### src/va_check_consts.svh
// Constants for the virtual address segment check.
// Assumes inclusion by bare name from the decoder, the check and the bench.
`ifndef VA_CHECK_CONSTS_SVH
`define VA_CHECK_CONSTS_SVH

// ------------------------------------------------------------
// Address geometry
// ------------------------------------------------------------
`define VA_SIZE          43
`define PA_SIZE          (`VA_SIZE - 2)
`define PAGE_OFFSET_BITS 13
`define PAGE_KBYTES      8
`define PAGE_KBYTES_MIN  8
`define PAGE_KBYTES_MAX  64

// ------------------------------------------------------------
// Segment select patterns
// ------------------------------------------------------------
`define SEL_KERNEL_DIRECT 2'h2
`define SEL_HIGH_MAPPED   2'h3

`endif

### src/va_check_pkg.sv
// Types shared by the address check and its decoder.
// Assumes nothing of its surroundings.
package va_check_pkg;

   // Segment chosen by the two select bits
   typedef enum logic [1:0] {
      SEG_LOW_MAPPED,
      SEG_KERNEL_DIRECT,
      SEG_HIGH_MAPPED
   } segment_t;

   // Kind of access being checked
   typedef enum logic [1:0] {
      ACC_READ,
      ACC_WRITE,
      ACC_FETCH
   } access_t;

   // Privilege level, kernel is the more privileged
   typedef enum logic {
      MODE_KERNEL,
      MODE_USER
   } mode_t;

endpackage

### src/va_range_decode.sv
// Combinational sign-extension check and segment decode.
// Assumes a 64-bit address from logic on the same clock.
`include "va_check_consts.svh"

module va_range_decode (
   // Address in
   input  wire logic [63:0]            vaddr,
   // Decode out
   output logic                        inRange,
   output va_check_pkg::segment_t      segment
);

   localparam int VA = `VA_SIZE;

   // ------------------------------------------------------------
   // Range and segment
   // ------------------------------------------------------------

   // All bits above the width must copy the top implemented bit
   always_comb begin
      inRange = (&vaddr[63:VA-1]) | ~(|vaddr[63:VA-1]);
      case (vaddr[VA-1:VA-2])
         `SEL_KERNEL_DIRECT: segment = va_check_pkg::SEG_KERNEL_DIRECT;
         `SEL_HIGH_MAPPED:   segment = va_check_pkg::SEG_HIGH_MAPPED;
         default:            segment = va_check_pkg::SEG_LOW_MAPPED;
      endcase
   end

endmodule

### src/virtual_address_segment_check.sv
// Virtual address range check, segment decode and page protection.
// Assumes requests, mode and page protection bits come from logic on sys_clk.
`include "va_check_consts.svh"

// Functional notes
// - Width is 43, 47, 51 or 55 bits
// - Upper bits must equal top implemented bit
// - Out-of-range address raises access violation
// - Select bits choose low, kernel, high segment
// - Kernel segment: direct address, kernel only
// - Mapped segments use per-page protection, 8-64K
// - Two privilege levels: kernel and user
// - User pages: none, read, read/write; data/instr
// - Direct address is bits width-3 down to 0
// - Physical address is width minus two bits
// - Page offset is 13 to 16 bits
module virtual_address_segment_check (
   // Clock and reset
   input  wire logic                     sys_clk,
   input  wire logic                     resetn,
   // Address generation side
   input  wire logic                     reqValid,
   input  wire logic [63:0]              vaddr,
   input  wire va_check_pkg::access_t    accKind,
   input  wire va_check_pkg::mode_t      privMode,
   // Page protection from the translation buffer
   input  wire logic                     pageKre,
   input  wire logic                     pageKwe,
   input  wire logic                     pageUre,
   input  wire logic                     pageUwe,
   input  wire logic                     pageFoe,
   input  wire logic                     pageFor,
   input  wire logic                     pageFow,
   // Result
   output logic                          rspValid,
   output logic                          accViol,
   output logic                          useFault,
   output va_check_pkg::segment_t        segment,
   // Memory path side
   output logic                          translateReq,
   output logic [63:0]                   translateAddr,
   output logic                          physReq,
   output logic [`PA_SIZE-1:0]           physAddr
);

   localparam int VA = `VA_SIZE;
   localparam int PA = `PA_SIZE;

   // Legal widths and page geometry, fixed at elaboration
   localparam bit WidthOk  = (VA == 43) || (VA == 47) || (VA == 51) || (VA == 55);
   localparam bit OffsetOk = (`PAGE_OFFSET_BITS >= 13) && (`PAGE_OFFSET_BITS <= 16);
   localparam bit PageOk   = (`PAGE_KBYTES >= `PAGE_KBYTES_MIN) && (`PAGE_KBYTES <= `PAGE_KBYTES_MAX)
                             && ((1 << `PAGE_OFFSET_BITS) == `PAGE_KBYTES * 1024);
   localparam bit PaOk     = (PA == VA - 2);

   // ------------------------------------------------------------
   // Helpers
   // ------------------------------------------------------------

   // Page permission for the given mode and access
   function automatic logic prot_allows(input va_check_pkg::mode_t m, input va_check_pkg::access_t a,
                                        input logic kre, input logic kwe, input logic ure, input logic uwe);
      logic re;
      logic we;
      re = (m == va_check_pkg::MODE_KERNEL) ? kre : ure;
      we = (m == va_check_pkg::MODE_KERNEL) ? kwe : uwe;
      prot_allows = (a == va_check_pkg::ACC_WRITE) ? we : re;
   endfunction

   // ------------------------------------------------------------
   // Same-cycle decision
   // ------------------------------------------------------------
   logic                   inRange;
   va_check_pkg::segment_t segNow;
   logic                   mappedNow;
   logic                   acvNow;
   logic                   useNow;

   va_range_decode u_decode (
      .vaddr   (vaddr),
      .inRange (inRange),
      .segment (segNow)
   );

   // Violation outranks the use faults
   always_comb begin
      mappedNow = (segNow != va_check_pkg::SEG_KERNEL_DIRECT);
      acvNow    = !inRange;
      if (inRange && !mappedNow && privMode == va_check_pkg::MODE_USER) begin
         acvNow = 1'b1;
      end
      if (inRange && mappedNow && !prot_allows(privMode, accKind, pageKre, pageKwe, pageUre, pageUwe)) begin
         acvNow = 1'b1;
      end
      // Data-only and instruction-only pages
      useNow = !acvNow && mappedNow &&
               ((accKind == va_check_pkg::ACC_FETCH && pageFoe) ||
                (accKind == va_check_pkg::ACC_READ  && pageFor) ||
                (accKind == va_check_pkg::ACC_WRITE && pageFow));
   end

   // ------------------------------------------------------------
   // Registered result
   // ------------------------------------------------------------

   // Status of each checked request
   always_ff @(posedge sys_clk or negedge resetn) begin
      if (!resetn) begin
         rspValid <= 1'b0;
         accViol  <= 1'b0;
         useFault <= 1'b0;
         segment  <= va_check_pkg::SEG_LOW_MAPPED;
      end else begin
         rspValid <= reqValid;
         accViol  <= reqValid && acvNow;
         useFault <= reqValid && useNow;
         segment  <= reqValid ? segNow : va_check_pkg::SEG_LOW_MAPPED;
      end
   end

   // Hand-off to translation for mapped segments
   always_ff @(posedge sys_clk or negedge resetn) begin
      if (!resetn) begin
         translateReq  <= 1'b0;
         translateAddr <= 64'h0000_0000_0000_0000;
      end else begin
         translateReq  <= reqValid && mappedNow && !acvNow && !useNow;
         translateAddr <= (reqValid && mappedNow && !acvNow && !useNow) ? vaddr : 64'h0000_0000_0000_0000;
      end
   end

   // Direct physical address for the kernel segment
   always_ff @(posedge sys_clk or negedge resetn) begin
      if (!resetn) begin
         physReq  <= 1'b0;
         physAddr <= '0;
      end else begin
         physReq  <= reqValid && !mappedNow && !acvNow;
         physAddr <= (reqValid && !mappedNow && !acvNow) ? vaddr[PA-1:0] : '0;
      end
   end

   // ------------------------------------------------------------
   // Assertions
   // ------------------------------------------------------------
   a_width_legal: assert property (@(posedge sys_clk) disable iff (!resetn) WidthOk && PaOk)
      else $error("address width not a legal size");

   a_page_geometry: assert property (@(posedge sys_clk) disable iff (!resetn) OffsetOk && PageOk)
      else $error("page offset or page size out of range");

   a_range_fault: assert property (@(posedge sys_clk) disable iff (!resetn)
      reqValid && !((&vaddr[63:VA-1]) || !(|vaddr[63:VA-1])) |=> rspValid && accViol)
      else $error("bad sign extension not flagged");

   a_fault_no_mem: assert property (@(posedge sys_clk) disable iff (!resetn)
      accViol |-> !physReq && !translateReq)
      else $error("request issued despite violation");

   a_kernel_direct: assert property (@(posedge sys_clk) disable iff (!resetn)
      reqValid && inRange && vaddr[VA-1:VA-2] == 2'h2 && privMode == va_check_pkg::MODE_KERNEL
      |=> physReq && !accViol && physAddr == $past(vaddr[PA-1:0]))
      else $error("kernel direct address wrong");

   a_user_kernel: assert property (@(posedge sys_clk) disable iff (!resetn)
      reqValid && privMode == va_check_pkg::MODE_USER && vaddr[VA-1:VA-2] == 2'h2
      |=> accViol && !physReq && segment == va_check_pkg::SEG_KERNEL_DIRECT)
      else $error("user access to kernel segment allowed");

   a_mapped_xlate: assert property (@(posedge sys_clk) disable iff (!resetn)
      reqValid && inRange && vaddr[VA-1:VA-2] != 2'h2 && !acvNow && !useNow
      |=> translateReq && !physReq && translateAddr == $past(vaddr))
      else $error("mapped access not sent to translation");

   a_user_write: assert property (@(posedge sys_clk) disable iff (!resetn)
      reqValid && inRange && vaddr[VA-1:VA-2] != 2'h2 && privMode == va_check_pkg::MODE_USER
      && accKind == va_check_pkg::ACC_WRITE && !pageUwe |=> accViol && !useFault)
      else $error("user write to read-only page allowed");

   a_data_only: assert property (@(posedge sys_clk) disable iff (!resetn)
      useFault |-> !accViol && !translateReq && $past(reqValid))
      else $error("use fault with other outcome");

   a_one_cycle: assert property (@(posedge sys_clk) disable iff (!resetn)
      reqValid ##1 !reqValid |=> !rspValid && !accViol && !physReq && !translateReq)
      else $error("result outlives its request");

   // ------------------------------------------------------------
   // Segment, protection and idle outcomes
   // ------------------------------------------------------------
   a_high_segment: assert property (@(posedge sys_clk) disable iff (!resetn)
      reqValid && vaddr[VA-1:VA-2] == 2'h3 |=> segment == va_check_pkg::SEG_HIGH_MAPPED)
      else $error("high segment not decoded");

   a_low_segment: assert property (@(posedge sys_clk) disable iff (!resetn)
      reqValid && !vaddr[VA-1] |=> segment == va_check_pkg::SEG_LOW_MAPPED)
      else $error("low segment not decoded");

   a_range_pass: assert property (@(posedge sys_clk) disable iff (!resetn)
      reqValid && vaddr[63:VA-1] == '0 && privMode == va_check_pkg::MODE_KERNEL
      && accKind == va_check_pkg::ACC_READ && pageKre && !pageFor |=> !accViol && translateReq)
      else $error("valid low address refused");

   a_user_read: assert property (@(posedge sys_clk) disable iff (!resetn)
      reqValid && inRange && vaddr[VA-1:VA-2] != 2'h2 && privMode == va_check_pkg::MODE_USER
      && accKind != va_check_pkg::ACC_WRITE && !pageUre |=> accViol && !translateReq)
      else $error("user read of closed page allowed");

   a_kernel_write: assert property (@(posedge sys_clk) disable iff (!resetn)
      reqValid && inRange && vaddr[VA-1:VA-2] != 2'h2 && privMode == va_check_pkg::MODE_KERNEL
      && accKind == va_check_pkg::ACC_WRITE && !pageKwe |=> accViol && !translateReq)
      else $error("kernel write to read-only page allowed");

   a_kernel_read: assert property (@(posedge sys_clk) disable iff (!resetn)
      reqValid && inRange && vaddr[VA-1:VA-2] != 2'h2 && privMode == va_check_pkg::MODE_KERNEL
      && accKind != va_check_pkg::ACC_WRITE && !pageKre |=> accViol && !translateReq)
      else $error("kernel read of closed page allowed");

   a_fetch_fault: assert property (@(posedge sys_clk) disable iff (!resetn)
      reqValid && inRange && vaddr[VA-1:VA-2] != 2'h2 && accKind == va_check_pkg::ACC_FETCH
      && pageFoe && !acvNow |=> useFault && !translateReq)
      else $error("fetch from data-only page allowed");

   a_fault_rank: assert property (@(posedge sys_clk) disable iff (!resetn)
      accViol |-> !useFault)
      else $error("use fault beside access violation");

   a_idle_quiet: assert property (@(posedge sys_clk) disable iff (!resetn)
      !reqValid |=> !rspValid && !accViol && !useFault && !physReq && !translateReq)
      else $error("result without a request");

endmodule

### config.mk
export PLATFORM = sky130hd
export DESIGN_NAME = virtual_address_segment_check
export DESIGN_NICKNAME = d
export VERILOG_FILES = /design/src/va_check_pkg.sv /design/src/va_range_decode.sv /design/src/virtual_address_segment_check.sv
export VERILOG_INCLUDE_DIRS = /design/src
export SDC_FILE = /design/constraint.sdc
export NUM_CORES = 1
export LEC_CHECK = 0
export BUFFER_PORTS_ARGS = -buffer_cell sky130_fd_sc_hd__buf_4
export CORE_MARGIN = 2
export CORE_UTILIZATION = 32
export CTS_CLUSTER_DIAMETER = 50
export DETAILED_ROUTE_END_ITERATION = 6
export SYNTH_ARGS = -nofsm -noshare
export SYNTH_HDL_FRONTEND = slang
export SYNTH_HIERARCHICAL = 1
export SYNTH_SLANG_ARGS = --single-unit
export TNS_END_PERCENT = 30
### constraint.sdc
create_clock -name sys_clk -period 0.8 [get_ports sys_clk]
set_clock_uncertainty 0.15 [all_clocks]
set_input_delay 0 -clock sys_clk [delete_from_list [all_inputs] [get_ports sys_clk]]
set_output_delay 0 -clock sys_clk [all_outputs]
set_load 0.05 [all_outputs]
==> results of run 1 <==
## worst max path at each step
stage                    from                 to  slack, ns  cells past startpoint
finish              vaddr[43]   translateAddr[3]      -0.89                     10
global route        vaddr[43]   translateAddr[4]      -0.95                     10
CTS                 vaddr[48]   translateAddr[3]      -0.83                      8
detailed placement  vaddr[48]   translateAddr[1]      -1.23                      7
global placement    vaddr[48]   translateAddr[1]      -1.18                      7
floorplan           vaddr[48]  translateAddr[41]      -0.98                      7
## critical path, stage by stage
cell and delay (ns):
buf_4 0.13, nor4_4 0.28, buf_4 0.16, nand4_1 0.14
o41ai_4 0.28, and2_4 0.21, o2111ai_4 0.12, buf_12 0.18
buf_12 0.17, nor3_1 0.14
## cells in the mapped netlist (2+ instances only)
| master | instances |
|---|---|
| dfrtp_1 | 112 |
| inv_1 | 64 |
| nor4_1 | 46 |
| nor3_1 | 36 |
| nor3_2 | 29 |
| clkbuf_1 | 15 |
| buf_2 | 7 |
| nand4_1 | 6 |
| and2_1 | 4 |
| buf_6 | 4 |
| mux2i_1 | 3 |
| buf_4 | 2 |
| nand2b_1 | 2 |
| nor2b_1 | 2 |
## cell type report
type                            instances  area share
Clock buffer                           10      0.0293
Clock inverter                          2     0.00123
Inverter                               65      0.0300
Multi-Input combinational cell        139       0.202
Sequential cell                       112       0.344
Tap cell                              172      0.0264
Timing Repair Buffer                  294       0.367
## registers in the layout, indices dropped and copies added (netlist names)
| register | flops |
|---|---|
| accViol | 1 |
| physAddr | 41 |
| physReq | 1 |
| rspValid | 1 |
| segment | 2 |
| translateAddr | 64 |
| translateReq | 1 |
| useFault | 1 |
## cell families after synthesis
kind of cell	count (synthesis)	share of synthesized area
AOI/OAI and AO/OA	4	0.00989
and+or+nand+nor	131	0.214
DFF	112	0.671
muxes	4	0.00989
buffers and inverters	93	0.0947
## per-layer routing
layer	global-route usage	up-vias
li1	-	1702
met1	0.253	1900
met2	0.346	141
met3	0.0681	23
met4	0.0753	0
met5	0	-
## power groups by stage
stage,Sequential (mW),Combinational (mW),Clock (mW)
5_1_grt,5.67,1.70,4.29
4_1_cts,5.67,1.49,4.12
2_1_floorplan,5.81,0.398,0
6_report,5.67,1.58,4.00
3_5_place_dp,5.78,1.18,0
3_3_place_gp,5.78,1.17,0
## what timing repair did
| item | in CTS | in global routing |
|---|---|---|
| endpoints found under the hold margin | 222 | 31 |
| resized for setup | 171 | 29 |
| pin swaps | 3 | 1 |
| cloned | 4 | 0 |
| endpoints found under the setup margin | 221 | 223 |
| buffers inserted | 3 | 0 |
## cell usage in the layout (no fill, tap or decap), types with 5 or more instances in the layout
master / instances
dfrtp_1: 112
nand4_1: 6
buf_4: 110
nor3_2: 43
clkbuf_16: 9
nor4_4: 5
nor3_4: 21
buf_6: 115
buf_12: 10
nor4_2: 37
dlygate4sd3_1: 54
inv_1: 64
## metrics by stage
stage	utilization	setup slack, ns
2_1_floorplan	-	-0.979
3_3_place_gp	0.495	-1.18
3_5_place_dp	0.495	-1.23
4_1_cts	0.629	-0.831
5_1_grt	0.643	-0.949
6_report	0.643	-0.893
==> results.env, run 1 <==
RUN_STATUS='finished, violations left'
FAILED_CHECKS='negative hold slack, negative setup slack'
WORST-SETUP-PATH-TYPE='in2reg'
FINISH.CELL_COUNT_WITHOUT_FILLERS=794
SYN_AREA_SQ_UM=4170
CORE_AREA_SQ_UM=12700
CHIPWIDTH_UM=118
GRT_ANTENNA_BEFORE_REPAIR=0
P_INT_mW=8.50
POWER_FRAC_COMB=0.141
PORTBUFFERS=188
POSTROUTEANTENNANETS=0
MAX_CAP_VIOLATIONS=0
NUMPLACEDINSTANCES=719
PWR-SHARE-SEQ=0.504
POWER.IR.VDD_WORST_V=0.00103
MIN_TO='translateAddr[37]'
CLOCK_EDGE_TRANSITION_AT_THE_REGISTERS_ON_THE_REPORTED_SETUP_AND_HOLD_PATHS_NS=0.06
ACHIEVABLE-FREQUENCY_MHz=591
POWER-PER-CELL-AREA_nW_PER_UM2=1380
TNS_NS=-112.75
YOSYS_WARNINGS=6
POST_SYNTH.CELL_AREA_AVG_SQ_UM=12.1
STARTPOINT_CLASS='input port'
SWITCHINGPOWER_mW=2.76
CLOCK_TREE.ROOT_CELL='clkbuf_16'
CTS_HOLD_REPAIR.BUFFERS=56
SYNTH_ENABLE_FLOP_CELLS=0
NUM-NETS-FINAL=698
CLOCK_TREE_FROM_TRITONCTS='yes'
ROUTED-WL-MET2_MM=7.28
CORE.ROWCOUNT=41
HOLD_PATH_STARTPOINT='vaddr[37]'
FRACTION_OF_LAYOUT_INSTANCES_USING_A_DRIVE_STRENGTH_ABOVE_1=0.592
PERIOD_MINUS_SLACK_NS=1.69
FINAL-MAX-SLEW-VIOLATION-COUNT=0
CLOCK_POWER_SHARE=0.356
MULTIINPUTGATEAREA_SQ_UM=1650
FINALHOLDVIOLCOUNT=32
WORST_EP_ARRIVAL_TIME_NS=1.81
AREA_GROWTH_SYN_TO_LAYOUT_PCT=95.1
TIMING_WORST_SLEW_PIN_VALUE_NS=0.421
FILLERS=946
DEEPEST_LEVEL_OF_THE_CTS_H_TREE=3
DRC_ERRORS=0
GRT_START_MAX_NET_PINS=31
TIMING.SLEW.HEADROOM=0.720
WORSTSETUPENDPOINTTYPE='register'
DRT-WIRELENGTH-PER-CELL_UM=18.0
SYNTH_TOP_CELL_AREA_SHARE=0.671
STATIC-LEAKAGE-POWER_nW=3.98
POSTSYNTHCELLCOUNT=344
SYNTH_AREA_LEADER_CELL='dfrtp_1'
YS_ASYNC_SR_FRACTION=1.00
CTS_NUM_SINKS=112
FINAL-SETUP-VIOL-COUNT=221
PLACE_HPWL_MM=8.59
UNREPAIRED_SETUP_ENDPOINTS_AFTER_GLOBAL_ROUTING='yes'
SYNTH.YOSYS.SEQ_AREA_SHARE=0.671
ROUTED-VIA-COUNT=3766
FINAL_DESIGN_AREA_NO_FILL_SQ_UM=8140
WL_MET1_MM=5.67
CLOCK_TREE.BUFFER_DEPTH=2
GLOBALROUTETOTALUTIL=0.209
NUMBER_OF_DIFFERENT_LIBRARY_CELLS_IN_THE_POST_SYNTHESIS_NETLIST=26
GRT.OVERFLOW.TOTAL=0
DETAILROUTE.WIRELENGTH.MET3_MM=1.02
REQUIRED_NS=0.92
YOSYS-TOP-CELLS-AREA='dfrtp_1 67%, nor3_2 7.0%, nor4_1 6.9%'
SYNTH_FLOP_CELL='dfrtp_1'
TOP_LEVEL_PORTS=189
HOLD_CRITICAL_PATH_DEPTH=3
CP_MAX_FO=19
FINALHOLDWORSTSLACK_NS=-0.164
DIE_Y_UM=118
REGISTER_BIT_COUNT_REPORTED_BY_YOSYS=112
ROUTABILITYCONGESTION=0.758
DRT_PASS_1_ITERS=4
FIN_CRIT_SH=2.12
CTS_MADE_BUFFERS=9
WORST_HOLD_PATH_TYPE='in2reg'
DIEAREA_SQ_UM=14000
TOTAL_POWER_AFTER_LAYOUT_mW=11.3
POSTLAYOUTSETUPSLACKWORST_NS=-0.893
PLACED_CELL_AREA_SQ_UM=6280
VIAS_IN_THE_FIRST_GLOBAL_ROUTE=4194
SWITCHING_SHARE=0.245
GLOBAL_ROUTE_WIRE_LENGTH_BEFORE_REPAIR_MM=22.6
MAXUSEDROUTINGLAYER='met4'
INITIALDRTVIOLATIONCOUNT=205
VIAS_PER_CELL=4.74
SEQUENTIAL_STANDARD_CELL_AREA_SQ_UM=2800
SYN_NETS=421
N_ANTENNA_CELL=0
START_UTIL=0.329
DETAIL_ROUTE.WIRELENGTH_MM=14.3
Power figures use the tool's default switching activity.
==> run 2, diff against run 1 <==
==> constraint.sdc (replaced) <==
create_clock -name sys_clk -period 0.8 [get_ports sys_clk]
set_clock_uncertainty 0.15 [all_clocks]
set_input_delay 0.04 -clock sys_clk [delete_from_list [all_inputs] [get_ports sys_clk]]
set_output_delay 0.04 -clock sys_clk [all_outputs]
set_load 0.05 [all_outputs]
==> results.env, run 2 (synthesized netlist as in run 1, its figures left out) <==
RUN_STATUS='finished, violations left'
FAILED_CHECKS='negative hold slack, negative setup slack'
ROUTABILITYCONGESTION=0.757  # -0.24%
FRACTION_OF_LAYOUT_INSTANCES_USING_A_DRIVE_STRENGTH_ABOVE_1=0.624  # +0.0325
ROUTED-VIA-COUNT=3700  # -1.8%
WORST_HOLD_PATH_TYPE='in2reg'
CLOCK_EDGE_TRANSITION_AT_THE_REGISTERS_ON_THE_REPORTED_SETUP_AND_HOLD_PATHS_NS=0.07  # about the same
POSTROUTEANTENNANETS=0  # unchanged
DETAILROUTE.WIRELENGTH.MET3_UM=972  # -4.2%
GLOBALROUTETOTALUTIL=0.209  # +0.000601
REGMOSTFLOPS='translateAddr'
WL_MET1_MM=5.90  # +4.2%
FINAL_COMMON_CELL='buf_6'
PORTBUFFERS=188  # unchanged
DRT-WIRELENGTH-PER-CELL_UM=18.9  # +4.9%
TIMING.SLEW.HEADROOM=0.664  # -0.0556
CLOCK_TREE.BUFFER_DEPTH=2  # unchanged
STARTPOINT_CLASS='input port'
CORE_AREA_SQ_UM=12700  # unchanged
ROUTED-WL-MET2_MM=7.58  # +4.1%
CLOCK_TREE_FROM_TRITONCTS='yes'
GLOBAL_ROUTE_WIRE_LENGTH_BEFORE_REPAIR_MM=22.7  # +0.24%
STATIC-LEAKAGE-POWER_nW=4.03  # +1.4%
PLACED_CELL_AREA_SQ_UM=6270  # -0.12%
DIEAREA_SQ_UM=14000  # unchanged
N_ANTENNA_CELL=0  # unchanged
FILLERS=923  # -2.4%
UNREPAIRED_SETUP_ENDPOINTS_AFTER_GLOBAL_ROUTING='yes'
CORE.ROWCOUNT=41  # unchanged
DETAIL_ROUTE.WIRELENGTH_MM=14.6  # +2.6%
GRT_START_MAX_NET_PINS=42  # +35%
FIN_CRIT_SH=2.18  # +0.0595
DRC_ERRORS=0  # unchanged
GRT_ANTENNA_BEFORE_REPAIR=0  # unchanged
FINAL-MAX-SLEW-VIOLATION-COUNT=0  # unchanged
FINALHOLDVIOLCOUNT=70  # +120%
ACHIEVABLE-FREQUENCY_MHz=575  # -2.7%
FINISH.CELL_COUNT_WITHOUT_FILLERS=776  # -2.3%
START_UTIL=0.329  # unchanged
CTS_HOLD_REPAIR.BUFFERS=29  # -48%
AREA_GROWTH_SYN_TO_LAYOUT_PCT=97.2
MULTIINPUTGATEAREA_SQ_UM=1770  # +7.7%
CTS_NUM_SINKS=112  # unchanged
HOLD_CRITICAL_PATH_DEPTH=3  # unchanged
FINAL-SETUP-VIOL-COUNT=221  # unchanged
DIE_Y_UM=118  # unchanged
CTS_MADE_BUFFERS=9  # unchanged
MAX_CAP_VIOLATIONS=0  # unchanged
PLACE_HPWL_MM=8.55  # -0.44%
VIAS_IN_THE_FIRST_GLOBAL_ROUTE=4056  # -3.3%
MAXUSEDROUTINGLAYER='met4'
FINAL_DESIGN_AREA_NO_FILL_SQ_UM=8230  # +1.1%
WORSTSETUPENDPOINTTYPE='register'
DEEPEST_LEVEL_OF_THE_CTS_H_TREE=3  # unchanged
GRT.OVERFLOW.TOTAL=0  # unchanged
POSTLAYOUTSETUPSLACKWORST_NS=-0.940  # -0.0476 ns
NUMPLACEDINSTANCES=718  # -0.14%
CP_MAX_FO=7  # -12
POWER.IR.VDD_WORST_V=0.00105  # +1.7%
POWER-PER-CELL-AREA_nW_PER_UM2=1440  # +3.8%
CLOCK_TREE.ROOT_CELL='clkbuf_16'
REQUIRED_NS=0.92  # about the same
PERIOD_MINUS_SLACK_NS=1.74  # +0.0476 ns
WORST-SETUP-PATH-TYPE='in2reg'
FINALHOLDWORSTSLACK_NS=-0.170  # -0.00669 ns
NUM-NETS-FINAL=676  # -3.2%
LAYOUT_COMMON_CELLS='117 x buf_6, 112 x dfrtp_1, 107 x buf_4'
SEQUENTIAL_STANDARD_CELL_AREA_SQ_UM=2800  # unchanged
DRT_PASS_1_ITERS=4  # unchanged
INITIALDRTVIOLATIONCOUNT=162  # -21%
TOP_LEVEL_PORTS=189  # unchanged
REG_TOP3='translateAddr (64), physAddr (41), segment (2)'
LARGEST_REG_FLOPS=64  # unchanged
WORST_EP_ARRIVAL_TIME_NS=1.86  # +0.05 ns
VIAS_PER_CELL=4.77  # +0.53%
TIMING_WORST_SLEW_PIN_VALUE_NS=0.504  # +0.0833 ns
CHIPWIDTH_UM=118  # unchanged
run 2: power breakdown:
group,leakage [nW],switching [mW],internal [mW]
registers,1.56,0.00433,5.67
clock network,0.156,2.04,2.60
logic,2.32,0.879,0.633
run 2: worst paths after layout:
kind / endpoint / from
min in group asynchronous: translateAddr[48] / resetn
max in group asynchronous: physAddr[39] / resetn
worst max-delay path: translateAddr[38] / vaddr[48]
worst min-delay path: translateAddr[22] / vaddr[22]
run 2: through the flow:
step / TNS (ns) / setup WS, ns / hold WS (ns) / utilization / total power [mW]
2_1_floorplan: -105.43 / -1.02 / -0.406 / - / 6.21
3_3_place_gp: -126.52 / -1.21 / -0.237 / 0.495 / 6.95
3_5_place_dp: -129.43 / -1.30 / -0.237 / 0.495 / 6.96
4_1_cts: -119.71 / -0.858 / -0.193 / 0.626 / 11.8
5_1_grt: -132.73 / -0.988 / -0.170 / 0.649 / 12.2
6_report: -125.00 / -0.940 / -0.170 / 0.649 / 11.8
run 2: final cells by class:
type | instances | share of cell area
repair buffers | 272 | 0.351
multi-input cells | 139 | 0.215
flip-flops and latches | 112 | 0.341
clock buffers | 11 | 0.0307
clock inverters | 5 | 0.00654
well taps | 172 | 0.0262
inverters | 65 | 0.0296
run 2: critical path, stage by stage:
cell       delay, ns
buf_6           0.09
or4_4           0.54
o41ai_4         0.34
and2_4          0.21
o2111ai_4       0.12
buf_12          0.20
buf_16          0.15
nor3_4          0.16
run 2: routing by layer:
metal	track usage	vias up
met2	0.358	129
li1	-	1669
met1	0.261	1887
met5	0	-
met3	0.0579	15
met4	0.0535	0
run 2: timing repair:
| item | in CTS | in global routing |
|---|---|---|
| pin swaps | 5 | 2 |
| resized for setup | 184 | 37 |
| setup buffers | 2 | 1 |
| gates cloned | 8 | 2 |
| hold endpoints to repair | 221 | 70 |
| setup endpoints to repair | 221 | 224 |
